===== src/pkg/balancing_alert_defines.svh =====
// register offsets, field positions, reset values and timing counts
`ifndef BALANCING_ALERT_DEFINES_SVH
`define BALANCING_ALERT_DEFINES_SVH

// ----------------------------------------------------------------------
// bus geometry
// ----------------------------------------------------------------------
`define AVS_ADDR_W 5
`define AVS_DATA_W 32
`define AVS_BE_W 4

// ----------------------------------------------------------------------
// register byte offsets
// ----------------------------------------------------------------------
`define OFS_BAL_CONTROL 5'h00
`define OFS_BAL_ALERT_SUMMARY 5'h04
`define OFS_CMD_REJECT 5'h08
`define OFS_IRQ_MASK 5'h0c
`define OFS_IRQ_STATUS 5'h10

// ----------------------------------------------------------------------
// balancing_alert_summary fields
// ----------------------------------------------------------------------
`define BIT_WATCHDOG_HALT 15
`define BIT_THERMAL_HALT 14
`define BIT_CALIB_HALT 13
`define BIT_PROGRESS 12
`define BIT_FINISHED 11
`define SUMMARY_LO 11
`define SUMMARY_RESET 16'h0000

// ----------------------------------------------------------------------
// command rejection and interrupt layout
// ----------------------------------------------------------------------
`define BIT_REJECTED 0
`define IRQ_LAYOUT 16'hf801
`define IRQ_RESET 16'h0000

// ----------------------------------------------------------------------
// control register fields
// ----------------------------------------------------------------------
`define BIT_TIMEOUT_DISABLE 0
`define BIT_THERMAL_ENABLE 1
`define NOTICE_CFG_LO 2
`define NOTICE_CFG_HI 3
`define CONTROL_RESET 4'h0

// ----------------------------------------------------------------------
// progress notice timing
// ----------------------------------------------------------------------
`define CLK_PERIOD_NS 50
`define NOTICE_SHORT_NS 50000
`define NOTICE_MID_NS 100000
`define NOTICE_LONG_NS 200000
`define NOTICE_SHORT_CYC (`NOTICE_SHORT_NS / `CLK_PERIOD_NS)
`define NOTICE_MID_CYC (`NOTICE_MID_NS / `CLK_PERIOD_NS)
`define NOTICE_LONG_CYC (`NOTICE_LONG_NS / `CLK_PERIOD_NS)
`define NOTICE_CNT_W 12

`endif


===== src/pkg/balancing_alert_pkg.sv =====
// types shared by the balancing alert status logic
`include "balancing_alert_defines.svh"

package balancing_alert_pkg;

    typedef enum logic [1:0] {
        MODE_MANUAL,
        MODE_DISCHARGE,
        MODE_AUTO
    } bal_mode_t;

    typedef enum logic {
        BUS_IDLE,
        BUS_ACK
    } bus_state_t;

    typedef struct packed {
        logic read;
        logic write;
        logic [`AVS_ADDR_W-1:0] address;
        logic [`AVS_DATA_W-1:0] writedata;
        logic [`AVS_BE_W-1:0] byteenable;
    } avs_req_t;

    typedef struct packed {
        logic waitrequest;
        logic [`AVS_DATA_W-1:0] readdata;
    } avs_rsp_t;

    // engine condition and one-cycle event inputs
    typedef struct packed {
        logic active;
        bal_mode_t mode;
        logic watchdog_halt;
        logic thermal_halt;
        logic calib_halt;
        logic done_timer;
        logic done_undervoltage;
    } bal_event_t;

    typedef struct packed {
        logic scan_active;
        logic gate_scan_active;
        logic write_req;
    } prot_write_t;

endpackage


===== src/rtl/sticky_alert_bit.sv =====
// one sticky alert bit, set by hardware and cleared by a zero write
`timescale 1ns/10ps
`default_nettype none

module sticky_alert_bit (
    input wire logic i_mclk,
    input wire logic i_rst_b,
    input wire logic i_set,
    input wire logic i_clear,
    input wire logic i_clear_allow,
    output logic o_flag
);

    typedef struct packed {
        logic flag;
    } sticky_state_t;

    sticky_state_t state_r;
    sticky_state_t state_nxt;

    always_comb begin
        state_nxt = state_r;
        // clear first so that a same-cycle event still lands
        if (i_clear && i_clear_allow) begin
            state_nxt.flag = 1'b0;
        end
        if (i_set) begin
            state_nxt.flag = 1'b1;
        end
    end

    always_ff @(posedge i_mclk or negedge i_rst_b) begin
        if (!i_rst_b) begin
            state_r <= '0;
        end else begin
            state_r <= state_nxt;
        end
    end

    assign o_flag = state_r.flag;

endmodule
`default_nettype wire


===== src/rtl/progress_notice_timer.sv =====
// periodic progress tick generator for running balancing operations
`timescale 1ns/10ps
`default_nettype none
`include "balancing_alert_defines.svh"

module progress_notice_timer (
    input wire logic i_mclk,
    input wire logic i_rst_b,
    input wire logic i_run,
    input wire logic [1:0] i_cfg,
    output logic o_tick
);

    typedef struct packed {
        logic [`NOTICE_CNT_W-1:0] count;
        logic tick;
    } notice_state_t;

    notice_state_t state_r;
    notice_state_t state_nxt;
    logic [`NOTICE_CNT_W-1:0] period_last;

    always_comb begin
        unique case (i_cfg)
            2'h1: period_last = `NOTICE_CNT_W'(`NOTICE_SHORT_CYC - 1);
            2'h2: period_last = `NOTICE_CNT_W'(`NOTICE_MID_CYC - 1);
            2'h3: period_last = `NOTICE_CNT_W'(`NOTICE_LONG_CYC - 1);
            2'h0: period_last = '0;
        endcase
    end

    always_comb begin
        state_nxt = state_r;
        state_nxt.tick = 1'b0;
        // config 0 turns the notice off; stopping restarts the period
        if (!i_run || i_cfg == 2'h0) begin
            state_nxt.count = '0;
        end else if (state_r.count >= period_last) begin
            state_nxt.count = '0;
            state_nxt.tick = 1'b1;
        end else begin
            state_nxt.count = state_r.count + `NOTICE_CNT_W'(1);
        end
    end

    always_ff @(posedge i_mclk or negedge i_rst_b) begin
        if (!i_rst_b) begin
            state_r <= '0;
        end else begin
            state_r <= state_nxt;
        end
    end

    assign o_tick = state_r.tick;

endmodule
`default_nettype wire


===== src/rtl/balancing_alert_status.sv =====
// balancing alert status register bank with avalon-mm slave and interrupt
`timescale 1ns/10ps
`default_nettype none
`include "balancing_alert_defines.svh"

module balancing_alert_status (
    input wire logic i_mclk,
    input wire logic i_rst_b,
    input wire balancing_alert_pkg::avs_req_t i_avs,
    output balancing_alert_pkg::avs_rsp_t o_avs,
    input wire balancing_alert_pkg::bal_event_t i_bal,
    input wire balancing_alert_pkg::prot_write_t i_prot,
    output logic o_prot_write_commit,
    output logic o_prot_write_rejected,
    output logic [15:0] o_alert_summary,
    output logic o_irq
);

    import balancing_alert_pkg::*;

    // five summary alerts and the rejection flag
    localparam int N_FLAGS = 6;

    // ------------------------------------------------------------------
    // state
    // ------------------------------------------------------------------
    // ports are fed from these flops; summary and rejection lag a cycle
    typedef struct packed {
        bus_state_t bus;
        logic waitrequest;
        logic [`AVS_DATA_W-1:0] readdata;
        logic timeout_disable;
        logic thermal_check_enable;
        logic [1:0] notice_config;
        logic [15:0] irq_mask;
        logic [15:0] irq_status;
        logic [15:0] summary_out;
        logic rejected_out;
        logic commit;
        logic irq;
    } top_state_t;

    top_state_t state_r;
    top_state_t state_nxt;

    // flag order: 0 rejected, 1 finished, 2 progress, 3 calib, 4 thermal,
    // 5 watchdog
    logic [N_FLAGS-1:0] flag_set;
    logic [N_FLAGS-1:0] flag_clear;
    logic [N_FLAGS-1:0] flag_allow;
    logic [N_FLAGS-1:0] flag_q;
    logic notice_tick;
    logic notice_run;
    logic bus_req;
    logic bus_take;
    logic bus_wr;
    logic hi_lane;
    logic lo_lane;
    logic prot_busy;
    logic mode_disch_auto;
    logic [15:0] summary_view;
    logic [15:0] reject_view;
    logic [15:0] event_vec;
    logic [15:0] control_view;

    // ------------------------------------------------------------------
    // bus decode
    // ------------------------------------------------------------------
    assign bus_req = i_avs.read || i_avs.write;
    // request is taken on the edge where waitrequest is seen low
    assign bus_take = bus_req && state_r.bus == BUS_ACK;
    assign bus_wr = bus_take && i_avs.write;
    // only the two low lanes carry register bits
    assign hi_lane = i_avs.byteenable[1];
    assign lo_lane = i_avs.byteenable[0];

    // ------------------------------------------------------------------
    // engine qualification
    // ------------------------------------------------------------------
    // manual runs never raise the watchdog or calibration halt
    assign mode_disch_auto = i_bal.mode == MODE_DISCHARGE ||
                             i_bal.mode == MODE_AUTO;
    // a scan alone is enough to refuse a protected write
    assign prot_busy = i_prot.scan_active || i_prot.gate_scan_active ||
                       i_bal.active;
    // notice only runs for discharge and automated operations
    assign notice_run = i_bal.active && mode_disch_auto;

    progress_notice_timer u_notice (
        .i_mclk(i_mclk),
        .i_rst_b(i_rst_b),
        .i_run(notice_run),
        .i_cfg(state_r.notice_config),
        .o_tick(notice_tick)
    );

    // ------------------------------------------------------------------
    // sticky flag set terms
    // ------------------------------------------------------------------
    // pulses count on the edge where they are seen, in any order
    always_comb begin
        flag_set = '0;
        flag_set[0] = i_prot.write_req && prot_busy;
        flag_set[1] = i_bal.done_timer || i_bal.done_undervoltage;
        flag_set[2] = notice_tick;
        flag_set[3] = i_bal.calib_halt && mode_disch_auto;
        // manual runs also halt on thermal faults
        flag_set[4] = i_bal.thermal_halt &&
                      state_r.thermal_check_enable;
        flag_set[5] = i_bal.watchdog_halt && mode_disch_auto &&
                      !state_r.timeout_disable;
    end

    // ------------------------------------------------------------------
    // sticky flag clear terms
    // ------------------------------------------------------------------
    always_comb begin
        flag_clear = '0;
        flag_allow = '1;
        if (bus_wr && i_avs.address == `OFS_CMD_REJECT && lo_lane) begin
            flag_clear[0] = !i_avs.writedata[`BIT_REJECTED];
        end
        if (bus_wr && i_avs.address == `OFS_BAL_ALERT_SUMMARY &&
            hi_lane) begin
            // a one written leaves the bit as it is
            flag_clear[1] = !i_avs.writedata[`BIT_FINISHED];
            flag_clear[2] = !i_avs.writedata[`BIT_PROGRESS];
            flag_clear[3] = !i_avs.writedata[`BIT_CALIB_HALT];
            flag_clear[4] = !i_avs.writedata[`BIT_THERMAL_HALT];
            flag_clear[5] = !i_avs.writedata[`BIT_WATCHDOG_HALT];
        end
        // calibration and thermal halts must outlive the operation that caused them
        flag_allow[3] = !i_bal.active;
        flag_allow[4] = !i_bal.active;
    end

    // one cell per flag keeps set-over-clear priority in one place
    genvar gi;
    generate
        for (gi = 0; gi < N_FLAGS; gi++) begin : g_flag
            sticky_alert_bit u_bit (
                .i_mclk(i_mclk),
                .i_rst_b(i_rst_b),
                .i_set(flag_set[gi]),
                .i_clear(flag_clear[gi]),
                .i_clear_allow(flag_allow[gi]),
                .o_flag(flag_q[gi])
            );
        end
    endgenerate

    // ------------------------------------------------------------------
    // register views
    // ------------------------------------------------------------------
    always_comb begin
        // low bits are unused and always read zero
        summary_view = `SUMMARY_RESET;
        summary_view[`BIT_WATCHDOG_HALT] = flag_q[5];
        summary_view[`BIT_THERMAL_HALT] = flag_q[4];
        summary_view[`BIT_CALIB_HALT] = flag_q[3];
        summary_view[`BIT_PROGRESS] = flag_q[2];
        summary_view[`BIT_FINISHED] = flag_q[1];
        reject_view = '0;
        reject_view[`BIT_REJECTED] = flag_q[0];
        control_view = '0;
        control_view[`BIT_TIMEOUT_DISABLE] = state_r.timeout_disable;
        control_view[`BIT_THERMAL_ENABLE] = state_r.thermal_check_enable;
        control_view[`NOTICE_CFG_HI:`NOTICE_CFG_LO] = state_r.notice_config;
        // interrupt events share the summary layout plus rejection
        event_vec = '0;
        event_vec[`BIT_WATCHDOG_HALT] = flag_set[5];
        event_vec[`BIT_THERMAL_HALT] = flag_set[4];
        event_vec[`BIT_CALIB_HALT] = flag_set[3];
        event_vec[`BIT_PROGRESS] = flag_set[2];
        event_vec[`BIT_FINISHED] = flag_set[1];
        event_vec[`BIT_REJECTED] = flag_set[0];
    end

    // ------------------------------------------------------------------
    // next state
    // ------------------------------------------------------------------
    always_comb begin
        logic [15:0] w1c;
        logic [15:0] wmask;
        w1c = '0;
        // lanes above bit 15 hold no register bits
        wmask = {{8{hi_lane}}, {8{lo_lane}}};
        state_nxt = state_r;
        state_nxt.commit = 1'b0;

        // one wait cycle per access; readdata is settled before the ack
        unique case (state_r.bus)
            BUS_IDLE: begin
                if (bus_req) begin
                    state_nxt.bus = BUS_ACK;
                    state_nxt.waitrequest = 1'b0;
                    state_nxt.readdata = '0;
                    if (i_avs.read) begin
                        unique case (i_avs.address)
                            `OFS_BAL_CONTROL:
                                state_nxt.readdata[15:0] = control_view;
                            `OFS_BAL_ALERT_SUMMARY:
                                state_nxt.readdata[15:0] = summary_view;
                            `OFS_CMD_REJECT:
                                state_nxt.readdata[15:0] = reject_view;
                            `OFS_IRQ_MASK:
                                state_nxt.readdata[15:0] = state_r.irq_mask;
                            `OFS_IRQ_STATUS:
                                state_nxt.readdata[15:0] =
                                    state_r.irq_status;
                            // unmapped offsets still answer, with zero data
                            default: state_nxt.readdata = '0;
                        endcase
                    end
                end
            end
            BUS_ACK: begin
                state_nxt.bus = BUS_IDLE;
                state_nxt.waitrequest = 1'b1;
            end
        endcase

        if (bus_wr) begin
            unique case (i_avs.address)
                `OFS_BAL_CONTROL: begin
                    if (lo_lane) begin
                        state_nxt.timeout_disable =
                            i_avs.writedata[`BIT_TIMEOUT_DISABLE];
                        state_nxt.thermal_check_enable =
                            i_avs.writedata[`BIT_THERMAL_ENABLE];
                        state_nxt.notice_config =
                            i_avs.writedata[`NOTICE_CFG_HI:`NOTICE_CFG_LO];
                    end
                end
                // mask bits outside the event layout stay zero
                `OFS_IRQ_MASK: begin
                    state_nxt.irq_mask = (state_r.irq_mask & ~wmask) |
                        (i_avs.writedata[15:0] & wmask & `IRQ_LAYOUT);
                end
                `OFS_IRQ_STATUS: begin
                    w1c = i_avs.writedata[15:0] & wmask;
                end
                default: begin
                end
            endcase
        end

        // a new event wins over a same-cycle write-one clear
        state_nxt.irq_status = (state_r.irq_status & ~w1c) | event_vec;

        // protected writes pass only while nothing is running
        state_nxt.commit = i_prot.write_req && !prot_busy;

        state_nxt.summary_out = summary_view;
        state_nxt.rejected_out = flag_q[0];
        // next copies used so irq rises with the status bit
        state_nxt.irq = |(state_nxt.irq_status & state_nxt.irq_mask);
    end

    // ------------------------------------------------------------------
    // registers
    // ------------------------------------------------------------------
    always_ff @(posedge i_mclk or negedge i_rst_b) begin
        if (!i_rst_b) begin
            state_r <= '0;
            state_r.bus <= BUS_IDLE;
            state_r.waitrequest <= 1'b1;
            state_r.notice_config <= 2'(`CONTROL_RESET >> `NOTICE_CFG_LO);
            state_r.irq_mask <= `IRQ_RESET;
            state_r.irq_status <= `IRQ_RESET;
        end else begin
            state_r <= state_nxt;
        end
    end

    // ------------------------------------------------------------------
    // outputs
    // ------------------------------------------------------------------
    // waitrequest is high except in the single ack cycle
    assign o_avs.waitrequest = state_r.waitrequest;
    // readdata holds until the next access loads it; a write loads zero
    assign o_avs.readdata = state_r.readdata;
    assign o_prot_write_commit = state_r.commit;
    assign o_prot_write_rejected = state_r.rejected_out;
    assign o_alert_summary = state_r.summary_out;
    assign o_irq = state_r.irq;

endmodule
`default_nettype wire


===== config.mk =====
export PLATFORM = sky130hd
export DESIGN_NAME = balancing_alert_status
export DESIGN_NICKNAME = d
export VERILOG_FILES = /design/src/pkg/balancing_alert_pkg.sv /design/src/rtl/sticky_alert_bit.sv /design/src/rtl/progress_notice_timer.sv /design/src/rtl/balancing_alert_status.sv
export VERILOG_INCLUDE_DIRS = /design/src /design/src/pkg
export SDC_FILE = /design/constraint.sdc
export NUM_CORES = 1
export LEC_CHECK = 0
export ABC_CLOCK_PERIOD_IN_PS = 4450
export BUFFER_PORTS_ARGS = -buffer_cell sky130_fd_sc_hd__buf_4
export CORE_UTILIZATION = 52
export CTS_BUF_LIST = sky130_fd_sc_hd__clkbuf_8
export CTS_CLUSTER_SIZE = 24
export DETAILED_ROUTE_END_ITERATION = 10
export HOLD_SLACK_MARGIN = 0.06
export PLACE_DENSITY = 0.78
export SYNTH_ARGS = -nofsm -noshare
export SYNTH_HDL_FRONTEND = slang
export SYNTH_HIERARCHICAL = 1
export SYNTH_SLANG_ARGS = --single-unit
export TNS_END_PERCENT = 50

===== constraint.sdc =====
create_clock -name i_mclk -period 4.45 [get_ports i_mclk]
set_input_delay 0.445 -clock i_mclk [delete_from_list [all_inputs] [get_ports i_mclk]]
set_output_delay 0.445 -clock i_mclk [all_outputs]
set_load 0.03 [all_outputs]

==> results of run 1 <==
==> state kept, by name, summed over array words and instances (netlist names) <==
| signal | count |
|---|---|
| g_flag.u_bit/o_flag | 6 |
| u_notice/state_r | 12 |
| o_prot_write_rejected | 1 |
| u_notice/o_tick | 1 |
| o_alert_summary | 5 |
| control_view | 4 |
| o_avs | 17 |
| o_irq | 1 |
| o_prot_write_commit | 1 |
| state_r | 33 |
==> power breakdown <==
group	leakage (nW)	switching [mW]	internal [mW]
combinational	1.08	0.180	0.0968
clock	0.0988	0.296	0.269
sequential	1.05	0.0277	0.776
total	2.22	0.503	1.14
==> how the worst min path moves through the flow <==
stage	start	end	slack (ns)	cells past startpoint
after detailed placement	g_flag[4].u_bit/o_flag$_DFFE_PN0P_	o_alert_summary[14]$_DFF_PN0_	0.40	0
final	i_rst_b	state_r[26]$_DFF_PN0_	0.24	1
after floorplan	i_rst_b	control_view[0]$_DFFE_PN0P_	0.15	0
after global routing	i_avs[10]	state_r[25]$_DFF_PN0_	0.26	2
after CTS	i_avs[9]	state_r[24]$_DFF_PN0_	0.25	2
after global placement	g_flag[4].u_bit/o_flag$_DFFE_PN0P_	o_alert_summary[14]$_DFF_PN0_	0.39	0
==> per-layer routing <==
metal / track usage [%] / routed length, um / vias up
met5: 0 / 0 / -
met4: 7.07 / 104 / 0
met3: 4.59 / 605 / 8
met2: 37.9 / 4750 / 150
met1: 31.1 / 4150 / 1591
li1: - / - / 1537
==> critical path: stages, from the launching register on <==
cell and delay, ns:
dfrtp_1 0.47, inv_1 0.12, ha_1 0.21, o21ai_0 0.31, ha_1 0.33, nand3_1 0.08, o21ai_0 0.10, nand3b_1 0.56
nor4b_1 0.45
==> stage by stage <==
step                cell area [um2]  instances  setup slack, ns  util [%]  power [mW]
floorplan                      4570        459             1.88         -        1.04
global placement               4730        563             1.56      57.3        1.09
detailed placement             4730        563             1.55      57.3        1.09
CTS                            4940        579             1.72      59.8        1.66
global route                   4940        579             1.40      59.8        1.72
finish                         4940        579             1.71      59.8        1.64
==> Yosys cell counts, types with 3 or more instances <==
cell type	instances	area (um2)
nand2_1	35	131
o21ai_0	20	100
ha_1	14	175
inv_1	12	45.0
nor2b_1	12	75.1
and3b_1	3	26.3
a21o_1	9	67.6
or2_2	4	25.0
and2_1	5	31.3
buf_2	6	30.0
a31oi_1	9	56.3
nor2_1	13	48.8
mux2_2	12	135
buf_4	50	375
dfrtp_1	80	2000
nor4_1	5	31.3
nor3_1	8	40.0
xor2_1	3	26.3
nand3_1	9	45.0
a22oi_1	11	82.6
a21oi_1	13	65.1
a21o_2	3	26.3
nand4_1	11	68.8
a21boi_0	10	75.1
nor4_2	10	125
a22o_1	6	52.6
xnor2_1	9	78.8
clkbuf_1	8	30.0
==> area by class of cell <==
class | count | share of cell area, %
well taps | 105 | 2.66
clock buffers | 9 | 2.51
inverters | 12 | 0.912
multi-input cells | 299 | 41.2
flip-flops and latches | 81 | 41.0
repair buffers | 66 | 10.0
clock inverters | 7 | 1.67
==> cells by family (layout without fill, tap and decap cells) <==
kind of cell | count (synthesis) | count (layout) | share of synthesized area [%]
compound gates | 97 | 97 | 15.3
xor+xnor | 12 | 12 | 2.35
fa+ha+maj | 14 | 14 | 3.92
buf+inv | 79 | 94 | 11.4
flops | 81 | 81 | 45.4
mux | 14 | 14 | 3.48
other cells | 2 | 31 | 0.168
simple gates | 131 | 131 | 17.9
==> results list, run 1 <==
- # Post-CTS Setup Buffers: 0
- The post-route netlist has 25.7% of its cells at a drive strength greater than 1.
* Leakage component of the power: 2.22 nW
- The repair_antennas step left the layout with diodes totalling 0.
* Antenna violations before repair: 0
* Max Fanout on Critical Path: 12
- Overall routed net length: 9.62 mm
* Floorplan core area: 8260 um2
- Routability congestion estimate from global placement: 0.876
- After the first detailed-routing iteration, the DRC count stood at 223.
* Pin count of the biggest net entering global routing: 82
- Wire length of the first global-routing pass: 15.8 mm
- Hold Fails Final Rpt: 0
- The floorplan step defined a die boundary enclosing 8960 um2.
* Routed vias: 3,286
* Number of cells on the worst reg-to-reg path: 8
* Row count: 33
- Global routing used 23.2% of the available tracks across all layers.
- Library cell used as clock root buffer: clkbuf_8
- In this run the vertical extent of the chip is 94.7 um.
- Gates resized during post-CTS repair numbered 0.
* Cts-stage hold buffer count: 0
- TritonCTS built the clock tree.
- Boundary pin count: 108
* CTS clk-pin slew, worst paths: 0.09 ns
* Tightest Hold Check Type: primary input to asynchronous set/reset pin
- Most common cell after layout, fill and taps aside: dfrtp_1
- Startpoint type of the worst setup path: flop
* Share of synthesized area occupied by flip-flops and latches: 45.4%
* Number of port buffers: 62
- Setup repair after global routing left no endpoint under its margin.
- Dividing total power by cell area gives a power density of 333 nW/um2.
- Of the available clock period, the critical path in the final layout requires 61.7%.
* Post-layout min period: 2.74 ns
- End point of the critical path: u_notice/state_r[2]$_DFF_PN0_
* Clock insertion delay at the later pin of the skew report: 0.36 ns
- Data required time of the worst path: 4.70 ns
- Total clock sinks: 81
- Counting the fill cells in the layout gives 709.
- Half-perimeter wire length after detailed placement: 6.89 mm
- Once the floorplan was initialized, standard cells occupied 54.1% of the core.
- The synthesized design contains 0 enable-type register cells.
- Average wire length per cell after detail routing: 16.6 um
* Setup slack of the worst register-to-register path: 1.71 ns
* Yosys Warn Count: 6
* Synth-to-layout area growth: 10.7%
* Source of the critical timing path: control_view[2]$_DFFE_PN0P_
- DR DRC count: 0
- H-tree depth: 3
- Register bit total from synthesis: 81
- In this run the tightest slew margin relative to its limit is 33.6%.
* Via count of the first global-routing pass: 3,190
- Number of buffers on the longest clock path: 2
- Number of failing setup endpoints in the final timing report: 0
* Synthesized instance count: 430
- The worst setup path is of the flop to flop kind.
- The run finished with clean final reports.
* Unique cell type count in the Yosys netlist: 60
- Combined flip-flop and latch cell area: 2030 um2
- The first detailed-routing pass ran for 5 iterations.
- The count of nets left with antenna violations once routing finished came out at 0.
- Reported max-cap violation count: 0
- In this run the critical register-to-register path is captured at u_notice/state_r[2]$_DFF_PN0_.
- R2R Path Start: control_view[2]$_DFFE_PN0P_
* Vias per Instance: 5.68
- Top achievable clock speed: 0.364 GHz
- Multi-input combinational cell area: 2030 um2
- Share of synthesized registers carrying an async set or reset: 100%
* Total number of nets in the final design: 539
- Worst Max-Slew Pin Slew: 0.989 ns
- Maximum clock skew at final layout: 0.0107 ns
- Data on the critical path arrives at its endpoint at 2.99 ns.
- Leading cell types in the layout, fill and taps excluded: dfrtp_1, buf_4, nand2_1, conb_1, o21ai_0
- The number of max-slew violations in the final report was 0.
* Fin Setup TNS: 0 ns
- Die width: 94.7 um
- Ys flop type: dfrtp_1
- Counting the buffers created by CTS gives 9.
- The worst setup path is captured at a flop.
* Residual overflow from global routing: 0
- Cell Area, Synth: 4460 um2
- Each instance of the synthesized netlist takes up on average 10.4 um2.
- Final-layout worst hold slack: 0.241 ns
* IR drop worst, VDD: 0.194 mV
Note: power is estimated with default switching activity, not from simulation.
==> inputs of run 2 (changes only) <==
--- a/config.mk
+++ b/config.mk
@@ -6,7 +6,7 @@
 export SDC_FILE = /design/constraint.sdc
 export NUM_CORES = 1
 export LEC_CHECK = 0
-export ABC_CLOCK_PERIOD_IN_PS = 4450
+export ABC_CLOCK_PERIOD_IN_PS = 2700
 export BUFFER_PORTS_ARGS = -buffer_cell sky130_fd_sc_hd__buf_4
 export CORE_UTILIZATION = 52
 export CTS_BUF_LIST = sky130_fd_sc_hd__clkbuf_8
==> constraint.sdc (replaced) <==
create_clock -name i_mclk -period 2.7 [get_ports i_mclk]
set_input_delay 0.27 -clock i_mclk [delete_from_list [all_inputs] [get_ports i_mclk]]
set_output_delay 0.27 -clock i_mclk [all_outputs]
set_load 0.03 [all_outputs]
==> run 2 against run 1 <==
  * Final cell count rose by 1.0%
  * Routed wire length rose by 1.7%
  * Clock power rose by 38%
  * Die area did not move
  * Sequential share of layout area fell by 0.19 points
  * Non-clock buffer count rose by 6
  * Sequential power rose by 64%
  * Register-to-register slack got worse by 1.7 ns
  * Worst hold slack got worse by 0.19 ns
  * Utilization rose by 0.27 points
  * Cell area rose by 0.46%
  * Largest cell class unchanged
==> results list, run 2 (same netlist as run 1, synthesis figures left out) <==
- The minimum setup slack among reg-to-reg paths was 0.007 ns (-1.70 ns).
* Combined flip-flop and latch cell area: 2030 um2 (unchanged)
- Fin Setup TNS: 0 ns (unchanged)
- The number of ports placed on the die boundary came to 108 (unchanged).
- Data required time of the worst path: 2.94 ns (-1.76 ns)
* Row count: 33 (unchanged)
- Final critical-path share of the clock period: 99.7% (+38 points)
* Most common cell after layout, fill and taps aside: dfrtp_1
- The via count of the first global-routing pass is 3,179 (-0.34%).
* Resize count post-CTS: 0 (unchanged)
- Antenna violations before repair: 0 (unchanged)
- Overall routed net length: 9.78 mm (+1.7%)
- The TritonCTS buffer count was 9 (unchanged).
- The final antenna diode count is 0 (unchanged).
- Floorplan core area: 8260 um2 (unchanged)
- Fill cell total of the finished layout: 729 (+2.8%)
* Kind of end point of the critical path: flop
- Largest register by flop count: state_r
* Source of the critical timing path: control_view[2]$_DFFE_PN0P_
- The worst ir drop on vdd is 0.379 mV (+96%).
- Worst Max-Slew Pin Slew: 0.984 ns (-0.00486 ns)
* Routed vias: 3,328 (+1.3%)
* Number of cells on the worst reg-to-reg path: 9 (+1)
- The tree is rooted in a clkbuf_8.
- The clock latency on the worst-skew pair was 0.36 ns (about the same).
* Multi-input combinational cell area: 2030 um2 (unchanged)
- # Post-CTS Setup Buffers: 0 (unchanged)
- The run finished with clean final reports.
- DRT iter0 DRCs: 275 (+23%)
* Dominant cell type by count on the critical path: ha_1
- Synth-to-layout area growth: 11.2%
- The critical path goes through inv_1, ha_1, o21ai_0, ha_1, a31o_2, a21oi_1, nor4_4, buf_12, o311a_1.
- End point of the critical path: u_notice/o_tick$_DFF_PN0_
- Worst setup path class: flop to flop
- Final-layout worst hold slack: 0.0550 ns (-0.186 ns)
* Leading cell types in the layout, fill and taps excluded: dfrtp_1, buf_4, nand2_1, conb_1, o21ai_0
- Routability congestion estimate from global placement: 0.893 (+1.9%)
- Total clock sinks: 81 (unchanged)
* Number of port buffers: 62 (unchanged)
- The die span in y is 94.7 um (unchanged).
- Max Transition Viols Final: 0 (unchanged)
* Wire length of the first global-routing pass: 15.6 mm (-1.5%)
- Total number of nets in the final design: 545 (+1.1%)
- The detailed-router iteration count before antenna repair came to 5 (unchanged).
- The half-perimeter wire length after placement was 7.15 mm (+3.8%).
- Startpoint type of the worst setup path: flop
- The aggregate global-route resource usage came to 23.2% (about the same).
- The headroom to the max-slew limit is 34.4% (+0.83 points).
- The H-tree level count came to 3 (unchanged).
- The reported max-cap violation count was 0 (unchanged).
- The worst clock skew was 0.0112 ns (+0.000470 ns).
* Hold Fails Final Rpt: 0 (unchanged)
* Leakage component of the power: 2.24 nW (+0.89%)
- Die width: 94.7 um (unchanged)
* DR DRC count: 0 (unchanged)
* Overall die area: 8960 um2 (unchanged)
* Pwr/cell area: 524 nW/um2 (+57%)
- The layout cell share with drive strength beyond 1 came to 26.7% (+0.93 points).
- The top fanout value on the critical path is 13 (+1).
- The arrival time of the worst setup path is 2.93 ns (-0.06 ns).
- Worst flop-to-flop path endpoint: u_notice/o_tick$_DFF_PN0_
* Initial core utilization: 54.1% (unchanged)
- Number of failing setup endpoints in the final timing report: 0 (unchanged)
- CTS tree: yes
- The highest attainable clock frequency is 0.371 GHz (+1.9%).
- Residual overflow from global routing: 0 (unchanged)
* Max FFs per register: 33 (unchanged)
* Tightest Hold Check Type: primary input to asynchronous set/reset pin
- The clock slew at the register clock pins of the worst setup and hold paths is 0.09 ns (about the same).
* Critical Path Slowest Stage Cell: dfrtp_1
- In this run the critical register-to-register path is launched from control_view[2]$_DFFE_PN0P_.
* Vias per Instance: 5.69 (+0.24%)
* Number of buffers on the longest clock path: 2 (unchanged)
- The minimum period implied by the final worst setup slack was 2.69 ns (-0.0519 ns).
- Finished Core Util: 60.1% (+0.27 points)
* Remaining antenna violation count after routing: 0 (unchanged)
- Pin count of the biggest net entering global routing: 82 (unchanged)
- The post-layout total power was 2.60 mW (+58%).
- The stage delay of the slowest cell on the critical path is 0.45 ns (-0.11 ns).
- Average wire length per cell after detail routing: 16.7 um (+0.68%)
- The number of buffers inserted by hold repair at cts was 0 (unchanged).
[run 2: area by class of cell]
type	instances	share of cell area, %
multi-input combinational	299	41.0
sequential	81	40.9
timing repair buffer	72	11.1
tap	105	2.65
clock buffer	9	2.50
clock inverter	7	0.958
inverter	12	0.907
[run 2: power breakdown]
group          total [mW]  switching (mW)  internal, mW
logic               0.498           0.311         0.188
registers            1.32          0.0448          1.28
clock network       0.779           0.448         0.331
[run 2: worst min path at each step]
stage | slack, ns | cells after the start | end
2_1_floorplan | -0.03 | 0 | control_view[0]$_DFFE_PN0P_
3_3_place_gp | 0.39 | 0 | o_alert_summary[14]$_DFF_PN0_
3_5_place_dp | 0.40 | 0 | o_prot_write_rejected$_DFF_PN0_
4_1_cts | 0.09 | 2 | state_r[24]$_DFF_PN0_
5_1_grt | 0.08 | 2 | state_r[23]$_DFF_PN0_
6_report | 0.05 | 1 | o_avs[7]$_DFFE_PN0P_
[run 2: critical path: cells and delay by family, from the launching register on]
family | cells | cell delay, ns
fa+ha+maj | 2 | 0.55
simple gates | 1 | 0.07
compound gates | 4 | 1.24
buf+inv | 2 | 0.28
flops | 1 | 0.45
[run 2: metrics by stage]
stage / area (um2) / std cells / setup slack, ns
floorplan: 4570 / 459 / 0.303
global placement: 4770 / 568 / 0.154
detailed placement: 4770 / 568 / 0.0601
CTS: 4940 / 584 / 0.0483
global route: 4960 / 585 / -0.0401
finish: 4960 / 585 / 0.00701
[run 2: per-layer routing]
layer | global-route usage, % | vias to the layer above | part of all wire (%)
met5 | 0 | - | 0
met4 | 8.71 | 0 | 1.5
met3 | 3.70 | 13 | 6.7
met2 | 37.8 | 157 | 49
met1 | 31.1 | 1613 | 43
li1 | - | 1545 | -
==> inputs of run 3 (changes only) <==
--- a/config.mk
+++ b/config.mk
@@ -6,7 +6,7 @@
 export SDC_FILE = /design/constraint.sdc
 export NUM_CORES = 1
 export LEC_CHECK = 0
-export ABC_CLOCK_PERIOD_IN_PS = 2700
+export ABC_CLOCK_PERIOD_IN_PS = 3100
 export BUFFER_PORTS_ARGS = -buffer_cell sky130_fd_sc_hd__buf_4
 export CORE_UTILIZATION = 52
 export CTS_BUF_LIST = sky130_fd_sc_hd__clkbuf_8
==> constraint.sdc (replaced) <==
create_clock -name i_mclk -period 3.1 [get_ports i_mclk]
set_input_delay 0.31 -clock i_mclk [delete_from_list [all_inputs] [get_ports i_mclk]]
set_output_delay 0.31 -clock i_mclk [all_outputs]
set_load 0.03 [all_outputs]
==> run 3 against run 2 <==
  * Via count decreased by 0.78%
  * Cell area decreased by 0.13%
  * Worst setup slack improved by 0.37 ns
  * Routed wire length decreased by 1.5%
  * Utilization decreased by 0.076 points
  * Worst hold slack improved by 0.049 ns
  * Clock skew decreased by 0.0015 ns
  * Critical endpoint is now u_notice/state_r[2]$_DFF_PN0_
  * Largest cell class unchanged
==> results list, run 3 (same netlist as run 1, synthesis figures left out) <==
* Floorplan core area: 8260 um2 (unchanged)
- Worst flop-to-flop path endpoint: u_notice/state_r[2]$_DFF_PN0_
- Post-layout min period: 2.72 ns (+0.0270 ns)
* Relative slew margins: 35.3% (+0.91 points)
- The number of antenna violations at the first check in global routing came to 0 (unchanged).
* Internal power: 1.65 mW (-8.3%)
- Worst setup path class: flop to flop
* Pwr/cell area: 481 nW/um2 (-8.3%)
* Sw power: 0.734 mW (-8.6%)
- Boundary pin count: 108 (unchanged)
* Area after DPL: 4750 um2 (-0.47%)
- Max FFs per register: 33 (unchanged)
- The highest attainable clock frequency is 0.368 GHz (-0.99%).
- # Post-CTS Setup Buffers: 0 (unchanged)
- The worst path buffer plus inverter count was 1 (-1).
- Family with the most delay on the worst path: simple AND/OR/NAND/NOR gates
- Synth-to-layout area growth: 11.0%
- Unrepaired setup endpoints after global routing: no
* Via count of the first global-routing pass: 3,131 (-1.5%)
- DRT iter0 DRCs: 198 (-28%)
- The worst-case reg-to-reg path depth is 8 (-1).
- Proportion of layout cells with a drive suffix above 1: 26.1% (-0.62 points)
- The worst hold-check slack is 0.104 ns (+0.0487 ns).
- Number of port buffers: 62 (unchanged)
- The detail-routed via count per cell is 5.68 (about the same).
- The initial standard-cell utilization of the core came to 54.1% (unchanged).
- CTS tree: yes
- The required time at the worst-slack endpoint was 3.36 ns (+0.42 ns).
- The number of nets in the final layout is 541 (-0.73%).
* Diode count: 0 (unchanged)
* Final critical-path share of the clock period: 87.7% (-12 points)
* Half-perimeter wire length after detailed placement: 6.96 mm (-2.7%)
* Most common cell after layout, fill and taps aside: dfrtp_1
* Kind of end point of the critical path: flop
- The number of setup violations in the final report is 0 (unchanged).
- The run finished with clean final reports.
- Comb pwr share: 17.2% (-2.0 points)
* Routability congestion estimate from global placement: 0.877 (-1.8%)
- DIE HEIGHT: 94.7 um (unchanged)
* Final cell area excluding filler cells: 4960 um2 (-0.13%)
* Die width: 94.7 um (unchanged)
- The final routed wirelength across all metal layers was 9.64 mm (-1.5%).
- Max Transition Viols Final: 0 (unchanged)
- R2R Path Start: control_view[2]$_DFFE_PN0P_
* Portion of total power attributed to the clock network: 34.3% (+4.3 points)
* H-tree depth: 3 (unchanged)
- Number of buffers created by CTS: 9 (unchanged)
- The clock net sink count is 81 (unchanged).
- Library cell used as clock root buffer: clkbuf_8
- The reported max-cap violation count was 0 (unchanged).
* Wire length of the first global-routing pass: 15.3 mm (-1.9%)
- The final count of hold timing violations is 0 (unchanged).
* Leading cell types in the layout, fill and taps excluded: dfrtp_1, buf_4, nand2_1, conb_1, o21ai_0
- Tot GR Track Use: 22.6% (-0.56 points)
- WP data arrival: 2.98 ns (+0.05 ns)
- The minimum setup slack among reg-to-reg paths is 0.38 ns (+0.37 ns).
- The die footprint came to 8960 um2 (unchanged).
- Remaining antenna violation count after routing: 0 (unchanged)
* Sequential share of power: 48.5% (-2.4 points)
- The number of buffers inserted by hold repair at cts is 0 (unchanged).
* Number of stages on the worst setup path: 8 (-1)
- In this run the worst hold path is classified as primary input to asynchronous set/reset pin.
- The count of cells resized by post-cts repair is 0 (unchanged).
- Maximum clock skew at final layout: 0.00975 ns (-0.00147 ns)
- Startpoint type of the worst setup path: flop
* Slowest stage delay, CP: 0.58 ns (+0.13 ns)
* Clock insertion delay at the later pin of the skew report: 0.36 ns (about the same)
* Finished Core Util: 60.0% (-0.076 points)
- Worst Max-Slew Pin Slew: 0.970 ns (-0.0136 ns)
* Fin Setup TNS: 0 ns (unchanged)
* Pin count of the biggest net entering global routing: 82 (unchanged)
- Count of TritonRoute iterations in the first routing pass: 5 (unchanged)
- Max Fanout on Critical Path: 12 (-1)
- CTS clk-pin slew, worst paths: 0.09 ns (about the same)
- The number of DRC violations after detailed routing came to 0 (unchanged).
- Critical Path Slowest Stage Cell: nand3b_1
* Leakage component of the power: 2.23 nW (-0.30%)
* IR drop worst, VDD: 0.267 mV (-30%)
- Average wire length per cell after detail routing: 16.6 um (-0.79%)
* Share of total power consumed by net switching: 30.8% (-0.071 points)
- Critical-path cell list: inv_1, ha_1, o21ai_0, ha_1, nand3_1, o21ai_0, nand3b_1, nor4b_1
* Largest register by flop count: state_r
* Row count: 33 (unchanged)
* Residual overflow from global routing: 0 (unchanged)
* Number of buffers on the longest clock path: 2 (unchanged)
* Routed vias: 3,302 (-0.78%)
==> run 3: layout make-up <==
| cell class | instances | area (um2) |
|---|---|---|
| inverter | 12 | 45.0 |
| fill | 699 | 3300 |
| multi-input combinational | 299 | 2030 |
| sequential | 81 | 2030 |
| tap | 105 | 131 |
| timing repair buffer | 68 | 510 |
| clock buffer | 9 | 124 |
| clock inverter | 7 | 83.8 |
==> run 3: worst register-to-register path: stages (launching register included) <==
cell and delay (ns):
dfrtp_1 0.46, inv_1 0.12, ha_1 0.20, o21ai_0 0.32
ha_1 0.33, nand3_1 0.08, o21ai_0 0.10, nand3b_1 0.58
nor4b_1 0.44
==> run 3: power by group through the flow <==
| stage | sequential [mW] | combinational, mW | clock, mW |
|---|---|---|---|
| 2_1_floorplan | 1.17 | 0.317 | 0 |
| 3_3_place_gp | 1.17 | 0.400 | 0 |
| 3_5_place_dp | 1.18 | 0.409 | 0 |
| 4_1_cts | 1.15 | 0.411 | 0.830 |
| 5_1_grt | 1.16 | 0.443 | 0.875 |
| 6_report | 1.16 | 0.410 | 0.817 |
==> run 3: worst max-delay path by stage <==
stage / from / end / slack [ns]
finish: control_view[2]$_DFFE_PN0P_ / u_notice/state_r[2]$_DFF_PN0_ / 0.38
global route: control_view[2]$_DFFE_PN0P_ / u_notice/state_r[2]$_DFF_PN0_ / 0.17
CTS: control_view[2]$_DFFE_PN0P_ / u_notice/state_r[2]$_DFF_PN0_ / 0.38
detailed placement: control_view[2]$_DFFE_PN0P_ / u_notice/state_r[12]$_DFF_PN0_ / 0.39
global placement: i_avs[40] / o_irq$_DFF_PN0_ / 0.44
floorplan: i_avs[39] / o_irq$_DFF_PN0_ / 0.66
==> run 3: per-stage QoR <==
step,total power [mW],setup WS (ns),cells
3_3_place_gp,1.57,0.437,565
2_1_floorplan,1.49,0.663,459
3_5_place_dp,1.59,0.386,565
6_report,2.38,0.380,581
4_1_cts,2.40,0.383,581
5_1_grt,2.48,0.165,581
==> run 3: metal layers <==
metal | part of all wire [%] | vias to the layer above | global-route usage, %
met5 | 0 | - | 0
met1 | 42 | 1620 | 29.9
met3 | 6.2 | 14 | 4.03
met4 | 1.3 | 0 | 7.58
met2 | 50 | 119 | 37.5
li1 | - | 1549 | -
